--- src/inc/ltpg_map.vh ---
// Register map, field positions and reset values of the lane test pattern generator.
// Assumes byte addresses on a 32-bit APB bus; one aligned word per register.
`ifndef LTPG_MAP_VH
`define LTPG_MAP_VH

`define LTPG_LANE0_CTL_OFF 20'h1e020
`define LTPG_LANE1_CTL_OFF 20'h1e060
`define LTPG_LANE_STRIDE 20'h00040
`define LTPG_MACRO_STRIDE 20'h00200
`define LTPG_CTL_RESET 32'h0000_0000

// Fields, numbered with bit 0 as the least significant bit of the bus word.
`define LTPG_MODE_LSB 0
`define LTPG_MODE_MSB 2
`define LTPG_TRIG_BIT 3
`define LTPG_PAT_LSB 4
`define LTPG_PAT_MSB 13

`define LTPG_MODE_OFF 3'h0
`define LTPG_MODE_LFSR15 3'h1
`define LTPG_MODE_LFSR7 3'h2
`define LTPG_MODE_FIXED 3'h3
`define LTPG_MODE_DCBAL 3'h4
`define LTPG_MODE_QUAD 3'h5

`define LTPG_LFSR_SEED 15'h0001
`define LTPG_ALL_ONES 10'h3ff

`endif

--- src/rtl/ltpg_top.v ---
// Lane test pattern generator of one transceiver macro: APB control registers,
// per-lane word generators and a per-lane output FIFO.
// Assumes the PLL power-on flag comes straight from the PLL, outside the pclk domain.
//
// The implementer's own choice: the APB register port.
`include "ltpg_map.vh"

module ltpg_fifo #(
  parameter WIDTH = 10,
  parameter DEPTH = 16,
  parameter AW = 4
) (
  // Clock and reset.
  input wire pclk,
  input wire presetn,
  // Fill side.
  input wire in_valid,
  output wire in_ready,
  input wire [WIDTH-1:0] in_data,
  // Drain side.
  output wire out_valid,
  input wire out_ready,
  output wire [WIDTH-1:0] out_data
);
  reg [WIDTH-1:0] mem [0:DEPTH-1];
  reg [AW-1:0] wr_ptr_q;
  reg [AW-1:0] rd_ptr_q;
  reg [AW:0] count_q;
  wire push = in_valid && in_ready;
  wire pop = out_valid && out_ready;

  // Pointers wrap on their own, so DEPTH must be two to the power AW.
  function [AW-1:0] ptr_inc;
    input [AW-1:0] p;
    begin
      ptr_inc = p + {{(AW-1){1'b0}}, 1'b1};
    end
  endfunction

  assign in_ready = (count_q != DEPTH[AW:0]);
  assign out_valid = (count_q != {(AW+1){1'b0}});
  assign out_data = mem[rd_ptr_q];

  always @(posedge pclk) begin
    if (push) begin
      mem[wr_ptr_q] <= in_data;
    end
  end

  always @(posedge pclk or negedge presetn) begin
    if (!presetn) begin
      wr_ptr_q <= {AW{1'b0}};
      rd_ptr_q <= {AW{1'b0}};
    end else begin
      if (push) begin
        wr_ptr_q <= ptr_inc(wr_ptr_q);
      end
      if (pop) begin
        rd_ptr_q <= ptr_inc(rd_ptr_q);
      end
    end
  end

  // Count carries one bit more than the pointers so that full and empty differ.
  always @(posedge pclk or negedge presetn) begin
    if (!presetn) begin
      count_q <= {(AW+1){1'b0}};
    end else if (push && !pop) begin
      count_q <= count_q + {{AW{1'b0}}, 1'b1};
    end else if (pop && !push) begin
      count_q <= count_q - {{AW{1'b0}}, 1'b1};
    end
  end
endmodule // ltpg_fifo

// Summary of operation
// - Each lane's register sits 0x40 above the previous lane's.
// - Register contents only mean something once the transceiver is initialized.
// - Initialized means the PLL power-on flag is 1.
// - Mode 3 sends the programmed word on every slot.
// - Mode 4 alternates programmed word and its complement.
// - Mode 5 cycles zeros, word, all ones, complement.
// - Pattern field holds 10 bits, used only by modes 3 to 5.
// - Error trigger flips the LSB of one generated word.
// - Reset clears pattern, trigger and mode; reserved bits read zero.
// - Lane 1 control decoded at 1E060 plus macro offset, lane 0 0x40 below.
module ltpg_top #(
  parameter ADDR_W = 20,
  parameter MACRO = 0,
  parameter NUM_LANES = 4,
  parameter FIFO_DEPTH = 16,
  parameter FIFO_AW = 4
) (
  // APB slave.
  input wire pclk,
  input wire presetn,
  input wire psel,
  input wire penable,
  input wire pwrite,
  input wire [ADDR_W-1:0] paddr,
  input wire [31:0] pwdata,
  output wire [31:0] prdata,
  output wire pready,
  output wire pslverr,
  // Transceiver status.
  input wire pll_power_on_flag,
  output wire xcvr_ready,
  // Transmit words, one 10-bit lane per slice.
  output wire [NUM_LANES-1:0] tx_valid,
  input wire [NUM_LANES-1:0] tx_ready,
  output wire [10*NUM_LANES-1:0] tx_word
);
  // Lane 0 of this macro; every later lane sits one stride above the one before.
  localparam [31:0] LANE0_BASE = `LTPG_LANE0_CTL_OFF + MACRO * `LTPG_MACRO_STRIDE;

  // Returns the lane index in the low bits and a hit flag on top.
  function [8:0] lane_decode;
    input [ADDR_W-1:0] addr;
    integer i;
    reg [31:0] lane_addr;
    begin
      lane_decode = 9'h000;
      lane_addr = LANE0_BASE;
      for (i = 0; i < NUM_LANES; i = i + 1) begin
        // Only the bus width of the address takes part in the compare.
        if (addr == lane_addr[ADDR_W-1:0]) begin
          lane_decode = {1'b1, i[7:0]};
        end
        lane_addr = lane_addr + `LTPG_LANE_STRIDE;
      end
    end
  endfunction

  // True for the codes that produce words; 0 is off and 6 and 7 are reserved.
  function mode_live_f;
    input [2:0] m;
    begin
      mode_live_f = (m >= `LTPG_MODE_LFSR15) && (m <= `LTPG_MODE_QUAD);
    end
  endfunction

  // Steps the LFSR ten times and returns the next state above the 10-bit word.
  function [24:0] lfsr_step;
    input [14:0] s_in;
    input short_poly;
    integer k;
    reg [14:0] s;
    reg [9:0] w;
    reg fb;
    begin
      s = s_in;
      w = 10'h000;
      fb = 1'b0;
      for (k = 0; k < 10; k = k + 1) begin
        fb = short_poly ? (s[6] ^ s[5]) : (s[14] ^ s[13]);
        w = {w[8:0], fb};
        s = {s[13:0], fb};
      end
      lfsr_step = {s, w};
    end
  endfunction

  reg sync1_q;
  reg sync2_q;
  reg [31:0] prdata_q;
  reg [31:0] prdata_d;
  wire [8:0] dec = lane_decode(paddr);
  wire hit = dec[8];
  wire wr_en = psel && penable && pwrite && hit;
  wire [32*NUM_LANES-1:0] ctl_rd;

  // The flag is asynchronous to pclk, so it is synchronised before use.
  always @(posedge pclk or negedge presetn) begin
    if (!presetn) begin
      sync1_q <= 1'b0;
      sync2_q <= 1'b0;
    end else begin
      sync1_q <= pll_power_on_flag;
      sync2_q <= sync1_q;
    end
  end
  assign xcvr_ready = sync2_q;

  // Read data is captured in the setup cycle so the access phase needs no wait.
  // Before the PLL is up the register contents are not trusted, so reads return zero.
  always @* begin
    prdata_d = prdata_q;
    if (psel && !penable) begin
      if (hit && sync2_q) begin
        prdata_d = ctl_rd[32*dec[7:0] +: 32];
      end else begin
        prdata_d = `LTPG_CTL_RESET;
      end
    end
  end

  always @(posedge pclk or negedge presetn) begin
    if (!presetn) begin
      prdata_q <= `LTPG_CTL_RESET;
    end else begin
      prdata_q <= prdata_d;
    end
  end
  assign prdata = prdata_q;
  assign pready = 1'b1;
  // Unmapped offsets are refused rather than aliased onto a lane.
  assign pslverr = psel && penable && !hit;

  genvar l;
  generate
    for (l = 0; l < NUM_LANES; l = l + 1) begin : g_lane
      reg [9:0] pat_q;
      reg [2:0] mode_q;
      reg trig_q;
      reg [2:0] run_mode_q;
      reg [1:0] phase_q;
      reg [14:0] lfsr_q;
      reg [9:0] word_d;
      wire lane_wr = wr_en && (dec[7:0] == l);
      wire short_poly = (mode_q == `LTPG_MODE_LFSR7);
      wire [24:0] lfsr_nx = lfsr_step(lfsr_q, short_poly);
      wire mode_live = mode_live_f(mode_q);
      wire settled = (run_mode_q == mode_q);
      wire fifo_in_ready;
      // Words are produced only after init, and back-pressure stalls the generator.
      wire gen_push = sync2_q && mode_live && settled && fifo_in_ready;

      always @* begin
        case (mode_q)
          `LTPG_MODE_LFSR15: word_d = lfsr_nx[9:0];
          `LTPG_MODE_LFSR7: word_d = lfsr_nx[9:0];
          `LTPG_MODE_FIXED: word_d = pat_q;
          `LTPG_MODE_DCBAL: word_d = phase_q[0] ? ~pat_q : pat_q;
          `LTPG_MODE_QUAD: begin
            case (phase_q)
              2'h0: word_d = 10'h000;
              2'h1: word_d = pat_q;
              2'h2: word_d = `LTPG_ALL_ONES;
              default: word_d = ~pat_q;
            endcase
          end
          default: word_d = 10'h000;
        endcase
      end

      // Control register of this lane.
      always @(posedge pclk or negedge presetn) begin
        if (!presetn) begin
          pat_q <= 10'h000;
          mode_q <= `LTPG_MODE_OFF;
        end else if (lane_wr) begin
          pat_q <= pwdata[`LTPG_PAT_MSB:`LTPG_PAT_LSB];
          mode_q <= pwdata[`LTPG_MODE_MSB:`LTPG_MODE_LSB];
        end
      end

      // A write that sets the trigger wins over the clear from a sent word.
      always @(posedge pclk or negedge presetn) begin
        if (!presetn) begin
          trig_q <= 1'b0;
        end else if (lane_wr) begin
          trig_q <= pwdata[`LTPG_TRIG_BIT];
        end else if (gen_push) begin
          trig_q <= 1'b0;
        end
      end

      // A new mode restarts the sequence, so each mode opens from a known word.
      always @(posedge pclk or negedge presetn) begin
        if (!presetn) begin
          run_mode_q <= `LTPG_MODE_OFF;
          phase_q <= 2'h0;
          lfsr_q <= `LTPG_LFSR_SEED;
        end else if (!settled) begin
          run_mode_q <= mode_q;
          phase_q <= 2'h0;
          lfsr_q <= `LTPG_LFSR_SEED;
        end else if (gen_push) begin
          phase_q <= phase_q + 2'h1;
          lfsr_q <= lfsr_nx[24:10];
        end
      end

      // Reserved bits are tied to zero so software never sees stale state there.
      assign ctl_rd[32*l +: 32] = {18'h00000, pat_q, trig_q, mode_q};
      wire [9:0] tx_in = word_d ^ {9'h000, trig_q};

      ltpg_fifo #(
        .WIDTH(10),
        .DEPTH(FIFO_DEPTH),
        .AW(FIFO_AW)
      ) u_fifo (
        .pclk(pclk),
        .presetn(presetn),
        .in_valid(gen_push),
        .in_ready(fifo_in_ready),
        .in_data(tx_in),
        .out_valid(tx_valid[l]),
        .out_ready(tx_ready[l]),
        .out_data(tx_word[10*l +: 10])
      );
    end
  endgenerate
endmodule // ltpg_top

--- config.mk ---
export PLATFORM = sky130hd
export DESIGN_NAME = ltpg_top
export DESIGN_NICKNAME = d
export VERILOG_FILES = /design/src/rtl/ltpg_top.v
export VERILOG_INCLUDE_DIRS = /design/src /design/src/inc
export SDC_FILE = /design/constraint.sdc
export NUM_CORES = 1
export LEC_CHECK = 0
export BUFFER_PORTS_ARGS = -buffer_cell sky130_fd_sc_hd__buf_4
export CORE_UTILIZATION = 47
export CTS_CLUSTER_SIZE = 30
export DETAILED_ROUTE_END_ITERATION = 16
export HOLD_SLACK_MARGIN = 0.05
export PLACE_DENSITY_LB_ADDON = 0.2
export SYNTH_ARGS = -nofsm -noshare
export SYNTH_HDL_FRONTEND = slang
export SYNTH_HIERARCHICAL = 1
export SYNTH_SLANG_ARGS = --single-unit
--- constraint.sdc ---
create_clock -name pclk -period 3.61 [get_ports pclk]
set_clock_uncertainty 0.2 [all_clocks]
set_input_delay 0.361 -clock pclk [delete_from_list [all_inputs] [get_ports pclk]]
set_output_delay 0.361 -clock pclk [all_outputs]
set_load 0.02 [all_outputs]
[Yosys cells after proc, flatten, opt, wreduce, memory -nomap -nowiden]
Memories as Yosys holds them, arrays and structs flattened.
Cells that the tools add are included.
Word-level totals
  output and inout port bits: 79
  RAM bits: 640
  input bits: 62
  register bits: 222
  memories: 4
  logic and storage cells: 369
Cells by class
  muxes and demuxes: 97
  eq/ne operators: 47
  magnitude comparators: 8
  add/sub/neg operators: 20
  reduce and logical (&&, ||, !) cells: 73
  shift-type cells: 1
  bitwise operators: 80
Memories
  g_lane[0].u_fifo.mem: depth 16, width 10, rd ports 1, clocked after Yosys merged registers in 0, wr ports 1, RTL line ltpg_top.v:25  | reg [WIDTH-1:0] mem [0:DEPTH-1];
  g_lane[1].u_fifo.mem: depth 16, width 10, rd ports 1, clocked after Yosys merged registers in 0, wr ports 1, RTL line ltpg_top.v:25
  g_lane[2].u_fifo.mem: depth 16, width 10, rd ports 1, clocked after Yosys merged registers in 0, wr ports 1, RTL line ltpg_top.v:25
  g_lane[3].u_fifo.mem: depth 16, width 10, rd ports 1, clocked after Yosys merged registers in 0, wr ports 1, RTL line ltpg_top.v:25
Operators with widths (count)
  $pmux 10 s4: 4
  $shiftx 128x14->32: 1
  $mux 15: 8
  $pmux 10 s3: 4
  $eq 20x17->1 const B: 4
  $xor 1x1->1: 72
  $mux 1: 56
  $logic_and 1x1->1: 42
  $mux 10: 4
  $mux 5: 8
  $not 10->10: 4
  $xor 10x1->10: 4
  $mux 9: 4
  $add 4x1->4 const B: 8
  $mux 32: 1
  $eq 3x2->1 const B: 8
  $eq 3x3->1 const B: 8
  $add 5x1->5 const B: 4
  $ne 5x5->1 const B: 4
  $reduce_bool 5->1: 4
  $sub 5x1->5 const B: 4
  $eq 8x2->1 const B: 2
  $mux 2: 8
  $reduce_bool 2->1: 8
  other kinds (13): 52

[Longest topological paths before layout]
Gate-level depths: netlist of run 1.
  depth in word-level cells: 10
  depth in mapped cells: 15

[Modules after synthesis]
The synthesis of run 1 kept the hierarchy.
Modules (own cells, without submodules)
  ltpg_fifo: cells an instance 373, area an instance 6936.7 µm², seq. area each 5129.9 µm², times used 4
  ltpg_top: cells an instance 974, area an instance 9462.8 µm², seq. area each 3808.7 µm², times used 1

[Least setup slack after synthesis of run 1]
OpenSTA, ideal clock, no wires.
  kind: reg2reg
  start: reg g_lane[3].mode_q[0]
  end: reg g_lane[3].u_fifo.count_q[4]
  period minus slack after synthesis: 3.466 ns
  cell stages (with the launch flop): 15
  data arrival time: 3.186 ns
  slack: 0.144 ns
  cells stage by stage: dfrtp_1 buf_2 xor2_1 nor3_4 o311ai_2 clkbuf_1 inv_1 a21boi_2 ha_1 inv_1 fa_1 a21o_1 a21oi_1 mux2i_1 xnor2_1
On the way
  word-level cells in the longest chain between the ends: 9
  elaborated cells between the ends (all ways): 13
  classes of those cells: order compare: 2; eq/ne: 1; mux: 1; reduce/logical: 9
Ends and longest elaborated chain
  from (decl): RTL line ltpg_top.v:213  | reg [2:0] mode_q;
  from (signal assigned): RTL line ltpg_top.v:250  | mode_q <= `LTPG_MODE_OFF;
  from (signal assigned): RTL line ltpg_top.v:253  | mode_q <= pwdata[`LTPG_MODE_MSB:`LTPG_MODE_LSB];
  $ge 3x1->1 (no line) or $le 3x3->1 (tied branches)
  $logic_and 1x1->1: RTL line ltpg_top.v:138  | mode_live_f = (m >= `LTPG_MODE_LFSR15) && (m <= `LTPG_MODE_QUAD);
  $logic_and 1x1->1: RTL line ltpg_top.v:226  | wire gen_push = sync2_q && mode_live && settled && fifo_in_ready;
  $logic_and 1x1->1 * (2 in series): RTL line ltpg_top.v:226
  via g_lane[3].gen_push: RTL line ltpg_top.v:226
  $logic_and 1x1->1 *: RTL line ltpg_top.v:29  | wire push = in_valid && in_ready;
  via g_lane[3].u_fifo.push: RTL line ltpg_top.v:29
  $logic_not 1->1: RTL line ltpg_top.v:70  | end else if (pop && !push) begin
  $logic_and 1x1->1: RTL line ltpg_top.v:70
  $reduce_bool 2->1 (no line)
  to (signal assigned): RTL line ltpg_top.v:67  | count_q <= {(AW+1){1'b0}};
  to (signal assigned): RTL line ltpg_top.v:69  | count_q <= count_q + {{AW{1'b0}}, 1'b1};
  to (signal assigned): RTL line ltpg_top.v:71  | count_q <= count_q - {{AW{1'b0}}, 1'b1};
  to (decl): RTL line ltpg_top.v:28  | reg [AW:0] count_q;
The timed path passes the listed nets; every way through them passes the cells marked *.
A chain may end at the register's enable or synchronous reset.

[Worst setup path in the final report of run 1]
  start: reg g_lane[3].u_fifo.rd_ptr_q[2]
  end: out tx_word[31]
On the way
  word-level cells in the longest chain between the ends: 1
Ends and longest elaborated chain
  from (decl): RTL line ltpg_top.v:27  | reg [AW-1:0] rd_ptr_q;
  from (signal assigned): RTL line ltpg_top.v:53  | rd_ptr_q <= {AW{1'b0}};
  from (signal assigned): RTL line ltpg_top.v:59  | rd_ptr_q <= ptr_inc(rd_ptr_q);
  $mem_v2 16x10
  to (decl): RTL line ltpg_top.v:111  | output wire [10*NUM_LANES-1:0] tx_word
No other way between the ends.

==> results.json, run 1 <==
{
  "dr.pass1.iters": 6,
  "path_clk_slew_ns": 0.06,
  "cap_viol_max_count": 0,
  "synth_edf_count": 640,
  "synthTopCellsByCount": "edfxtp_1, dfrtp_1, mux2i_1, o21ai_0, nand2_1",
  "clock.fmax_ghz": 0.291,
  "worstPathRequired_ns": 3.05,
  "placed_cells": 3587,
  "startpoint_type": "flip-flop",
  "ys_ff_latch": 844,
  "grt_use_met3": 0.0355,
  "rows": 102,
  "syn_area_um2": 37200,
  "grt_most_used_layer": "met2",
  "port_buffers": 103,
  "final.setup.tns_ns": 0,
  "antenna_found_initial": 8,
  "worst_slew_pin_slew_ns": 1.34,
  "seq_area_frac_synth": 0.654,
  "met2_usage": 0.330,
  "drc": 0,
  "place_hpwl_um": 55900,
  "status": "finished clean",
  "ys_types": 69,
  "synthMuxAreaShare": 0.121,
  "synthAdderAreaFrac": 0.0183,
  "avgViaCountPerCell": 5.72,
  "dieWidth_um": 283,
  "grt_pass1_vias": 21500,
  "gp_congestion": 0.830,
  "tritoncts": "built",
  "synth_top_family_by_area": "multiplexers",
  "cp_max_fo": 15,
  "ioPinCount": 141,
  "cts_buffer_depth": 3,
  "drt-total-wl_um": 83500,
  "nNetsFinal": 2775,
  "syn_inst": 2466,
  "clock-sinks": 844,
  "slew_headroom": 0.102,
  "whs_ns": 0.0986,
  "vias": 21600,
  "crit_type": "reg2out",
  "synth_compound_area_frac": 0.0859,
  "p_per_area_nw_per_um2": 587,
  "finalSetupViolations": 0,
  "yosysTopAreaCellShare": 0.516,
  "end_kind": "primary output",
  "final_cells": 3776,
  "synthSimpleGateAreaFrac": 0.0580,
  "numCtsBuffers": 88,
  "ant_nets": 0,
  "period_minus_slack_ns": 3.44,
  "synth_xor_area_frac": 0.0301,
  "ys.flop_type": "edfxtp_1",
  "grt.met1_usage": 0.294,
  "hold_path.class": "in2reg",
  "grt_max_degree": 79,
  "r2r_slack_ns": 0.40,
  "drive_gt1_frac": 0.210,
  "cts-root-buf": "clkbuf_16",
  "rsz0062_at_grt": "no",
  "worstSkewPairLatency_ns": 0.62,
  "yosysMostFrequentCell": "edfxtp_1",
  "drt_iter0_markers": 1572,
  "grt_pass1_wl_um": 128000,
  "start_util": 0.478,
  "ir_drop_mv": 0.428,
  "final.period_utilization": 0.953,
  "fp.coreArea_um2": 77800,
  "ys_top_cells_by_area": "edfxtp_1, dfrtp_1, mux4_2",
  "grt_overflow": 0,
  "maxSlewViolCount": 0,
  "timing.final.hold_violations": 0,
  "die_h_um": 283,
  "synth-async-reset-ratio": 0.242,
  "yosys.area.top_type": "edfxtp_1",
  "arrival_ns": 2.88,
  "wl_per_cell_um": 22.1,
  "syn_avg_cell_area_um2": 15.1,
  "n_fill_cell": 6252,
  "syn_to_final_growth_pct": 14.3,
  "yosys_warnings": 6,
  "power.leakage_nw": 14.3,
  "dieArea_um2": 80300,
  "h-tree-depth": 3,
  "grt.total_usage": 0.206
}
==> metrics by stage <==
stage	total power, mW	setup slack, ns	util	cell area [um^2]
final	25.0	0.169	0.546	42500
after global routing	25.9	0.0233	0.546	42500
after CTS	25.2	0.0755	0.546	42500
after detailed placement	16.3	0.408	0.507	39500
after global placement	16.2	0.467	0.507	39500
after floorplan	14.8	0.144	-	37300
==> critical path, stage by stage (launching register included) <==
cell and delay, ns:
dfrtp_1 0.58, nor2b_2 0.32, buf_4 0.22, a221oi_1 0.60
a22oi_1 0.19, nand2_1 0.17, buf_4 0.16
==> power breakdown <==
| part | leakage, nW | switching [mW] | internal [mW] | total, mW |
|---|---|---|---|---|
| logic | 5.66 | 2.82 | 2.14 | 4.96 |
| registers | 7.30 | 0.615 | 10.6 | 11.2 |
| clock network | 1.38 | 3.62 | 5.19 | 8.81 |
==> kinds of logic after synthesis <==
logic type / count (synthesis)
buf+inv: 234
fa+ha+maj: 52
flops: 844
other cells: 2
compound gates: 458
simple gates: 418
mux: 330
xor+xnor: 128
==> routing by layer <==
layer | part of all wire | wire [um]
met3 | 0.047 | 3930
met4 | 0.022 | 1820
met5 | 0.00099 | 83
met2 | 0.48 | 39800
met1 | 0.45 | 37900
==> sequential cells by signal, indices dropped and copies added (netlist names) <==
signal                  flops
g_lane.pat_q               40
sync1_q                     1
prdata                     14
g_lane.mode_q              12
g_lane.u_fifo/rd_ptr_q     16
g_lane.run_mode_q          12
xcvr_ready                  1
g_lane.u_fifo/count_q      20
g_lane.trig_q               4
g_lane.phase_q              8
g_lane.lfsr_q              60
g_lane.u_fifo/wr_ptr_q     16
g_lane.u_fifo/mem         640
==> cells in the final DEF (no fill, tap or decap), types with 8 or more instances in the layout <==
master,n
clkbuf_16,88
clkinv_2,15
nand4_1,11
xor2_1,56
a221oi_2,8
ha_1,48
a21oi_1,57
mux2_2,59
clkinv_1,13
nand2_1,131
mux2i_1,176
xnor2_1,72
a2bb2oi_1,13
clkbuf_1,28
inv_1,62
a21o_1,13
nor3_1,21
edfxtp_1,640
dlygate4sd3_1,20
nand3_1,74
nor2_1,106
o211ai_1,24
a221o_1,25
bufinv_16,8
a221oi_1,77
mux4_2,89
nand3b_1,9
conb_1,19
nand2b_1,19
dfrtp_1,196
o21ai_0,144
a22oi_1,45
buf_4,227
a211oi_1,26
==> layout make-up <==
| type | instances | area [um^2] | share of cell area |
|---|---|---|---|
| sequential | 844 | 24300 | 0.572 |
| multi-input combinational | 1405 | 11800 | 0.276 |
| clock buffer | 121 | 2380 | 0.0558 |
| timing repair buffer | 256 | 2070 | 0.0486 |
| tap | 1040 | 1300 | 0.0306 |
| clock inverter | 42 | 442 | 0.0104 |
| inverter | 66 | 248 | 0.00582 |
| antenna | 2 | 5.00 | 0.000118 |
==> what timing repair did <==
action,in CTS,in global routing
hold buffers,20,0
buffers inserted,0,2
setup endpoints to repair,1,5
gates resized for setup,1,1
hold endpoints to repair,148,0
==> path summary, 6_finish.rpt <==
path                                                     startpoint                                        to  cells after the start
max in group asynchronous                                   presetn  g_lane[1].u_fifo/rd_ptr_q[0]$_DFFE_PN0P_                      3
setup / recovery           g_lane[3].u_fifo/rd_ptr_q[2]$_DFFE_PN0P_                               tx_word[31]                      6
setup reg to reg                    g_lane[2].mode_q[1]$_DFFE_PN0P_   g_lane[2].u_fifo/count_q[4]$_DFFE_PN0P_                     12
hold / removal                                              penable                    prdata[13]$_DFFE_PN0P_                      5
min in group asynchronous                                   presetn   g_lane[2].u_fifo/count_q[1]$_DFFE_PN0P_                      2
hold reg to reg                                   sync1_q$_DFF_PN0_                      xcvr_ready$_DFF_PN0_                      0
Power figures use the tool's default switching activity.
==> inputs of run 2 (changes only) <==
--- a/config.mk
+++ b/config.mk
@@ -7,9 +7,12 @@
 export NUM_CORES = 1
 export LEC_CHECK = 0
 export BUFFER_PORTS_ARGS = -buffer_cell sky130_fd_sc_hd__buf_4
+export CELL_PAD_IN_SITES_DETAIL_PLACEMENT = 0
+export CELL_PAD_IN_SITES_GLOBAL_PLACEMENT = 1
 export CORE_UTILIZATION = 47
 export CTS_CLUSTER_SIZE = 30
 export DETAILED_ROUTE_END_ITERATION = 16
+export GPL_TIMING_DRIVEN = 0
 export HOLD_SLACK_MARGIN = 0.05
 export PLACE_DENSITY_LB_ADDON = 0.2
 export SYNTH_ARGS = -nofsm -noshare
==> run 2 against run 1 <==
Compared with the run above: routed wire length grew 6.0%; global-route usage rose by 1.4 points; sequential share of layout area down 0.74 points; final cell count up 1.9%; die area is the same; clock power up 3.5%; hold slack worse by 0.0034 ns; core utilization increased by 0.69 points; critical path type is now reg2reg; largest power group unchanged.
==> results.json, run 2 (synthesis results as in run 1) <==
{
  "maxSlewViolCount": 0,
  "largest_reg_flops": 640,
  "startpoint_type": "flip-flop",
  "grt_max_degree": 123,
  "slew_headroom": 0.159,
  "gp_congestion": 0.870,
  "finalSetupViolations": 0,
  "crit_start": "g_lane[3].mode_q[0]$_DFFE_PN0P_",
  "cap_viol_max_count": 0,
  "fp.coreArea_um2": 77800,
  "vias": 21900,
  "timing.final.hold_violations": 0,
  "worst_slew_pin_slew_ns": 1.26,
  "clock.fmax_ghz": 0.292,
  "worstSkewPairLatency_ns": 0.65,
  "drc": 0,
  "finish.utilization": 0.553,
  "grt_pass1_vias": 21800,
  "min_from": "penable",
  "path_clk_slew_ns": 0.06,
  "cp_max_fo": 10,
  "final.period_utilization": 0.948,
  "port_buffers": 101,
  "numCtsBuffers": 89,
  "dieArea_um2": 80300,
  "largest_register": "g_lane.u_fifo/mem",
  "n_antenna_cell": 0,
  "dr.pass1.iters": 7,
  "drive_gt1_frac": 0.207,
  "layout_commonest_cell": "edfxtp_1",
  "drt_iter0_markers": 1693,
  "end_kind": "flip-flop",
  "wl_per_cell_um": 23.0,
  "grt_pass1_wl_um": 134000,
  "worstPathRequired_ns": 3.65,
  "tritoncts": "built",
  "rsz0062_at_grt": "no",
  "die_h_um": 283,
  "grt_overflow": 0,
  "r2r-start": "g_lane[3].mode_q[0]$_DFFE_PN0P_",
  "h-tree-depth": 3,
  "ant_nets": 0,
  "start_util": 0.478,
  "rows": 102,
  "nNetsFinal": 2850,
  "power.leakage_nw": 14.5,
  "p_per_area_nw_per_um2": 590,
  "cp_slowest_cell": "nor2_1",
  "critPathMaxStageDelay_ns": 0.88,
  "grt.total_usage": 0.220,
  "final_cell_mix": "edfxtp_1, dfrtp_1, mux2i_1, buf_4, o21ai_0",
  "antenna_found_initial": 2,
  "syn_to_final_growth_pct": 15.8,
  "period_minus_slack_ns": 3.42,
  "crit_buf_inv": 3,
  "status": "finished clean",
  "final.setup.tns_ns": 0,
  "cts_buffer_depth": 3,
  "cts-root-buf": "clkbuf_16",
  "crit_chain": "buf_2 -> xor2_1 -> nor3_4 -> o311ai_4 -> buf_4 -> inv_1 -> a21boi_4 -> nand2_1 -> nor2_1",
  "drt-total-wl_um": 88600,
  "crit_type": "reg2reg",
  "place_hpwl_um": 60800,
  "ioPinCount": 141,
  "arrival_ns": 3.46,
  "avgViaCountPerCell": 5.70,
  "dieWidth_um": 283,
  "crit_family": "simple AND/OR/NAND/NOR gates",
  "biggestRegsByFlops": "g_lane.u_fifo/mem (640), g_lane.lfsr_q (60), g_lane.pat_q (40)",
  "hold_path.class": "in2reg",
  "ir_drop_mv": 0.359,
  "clock-sinks": 844
}
[run 2: per-layer routing]
metal | global-route usage | up-vias | share of wire
li1 | - | 10000 | -
met1 | 0.320 | 11200 | 0.46
met2 | 0.339 | 586 | 0.46
met3 | 0.0322 | 130 | 0.051
met4 | 0.0769 | 0 | 0.029
met5 | 0 | - | 0
[run 2: cell type report]
type,count,area [um^2]
fill,6328,34800
sequential,844,24300
multi-input combinational,1405,12000
clock buffer,116,2370
timing repair buffer,165,1340
tap,1040,1300
buffer,165,951
clock inverter,48,546
inverter,66,248
[run 2: final timing paths]
| kind | depth (start not counted) | end | slack, ns |
|---|---|---|---|
| min in group asynchronous | 2 | g_lane[1].u_fifo/rd_ptr_q[3]$_DFFE_PN0P_ | 0.12 |
| min | 5 | prdata[1]$_DFFE_PN0P_ | 0.1 |
| max | 9 | g_lane[3].u_fifo/mem[11][2]$_DFFE_PP_ | 0.19 |
| min reg2reg | 0 | xcvr_ready$_DFF_PN0_ | 0.15 |
| max reg2reg | 9 | g_lane[3].u_fifo/mem[11][2]$_DFFE_PP_ | 0.19 |
| max in group asynchronous | 3 | g_lane[3].u_fifo/count_q[0]$_DFFE_PN0P_ | 1.95 |
[run 2: power by group]
| part | internal, mW | switching, mW |
|---|---|---|
| sequential | 10.6 | 0.296 |
| combinational | 2.24 | 3.22 |
| clock | 5.38 | 3.75 |
| total | 18.2 | 7.26 |
[run 2: through the flow]
step           setup slack (ns)  std cells  power (mW)  hold slack (ns)  instance area [um^2]
6_report                  0.187       3849        25.4           0.0952                 43100
5_1_grt                 0.00465       3849        26.4            0.118                 43100
4_1_cts                 0.00979       3836        25.6           0.0678                 42900
3_5_place_dp             -0.667       3643        16.5            0.142                 39600
3_3_place_gp              -1.07       3624        16.4            0.135                 39300
2_1_floorplan             0.144       2483        14.8           -0.135                 37300
[run 2: worst min-delay path: stages]
cell and delay [ns]:
buf_4 0.11, nor2b_1 0.06, nand3_1 0.07, nor2_1 0.10, a21o_1 0.18
[run 2: what timing repair did]
item / CTS / global route
gates resized for setup: 10 / 15
setup endpoints to repair: 646 / 199
endpoints found under the hold margin: 156 / 0
hold buffers: 23 / 0
buffers inserted: 9 / 4
pin swaps: 6 / 6
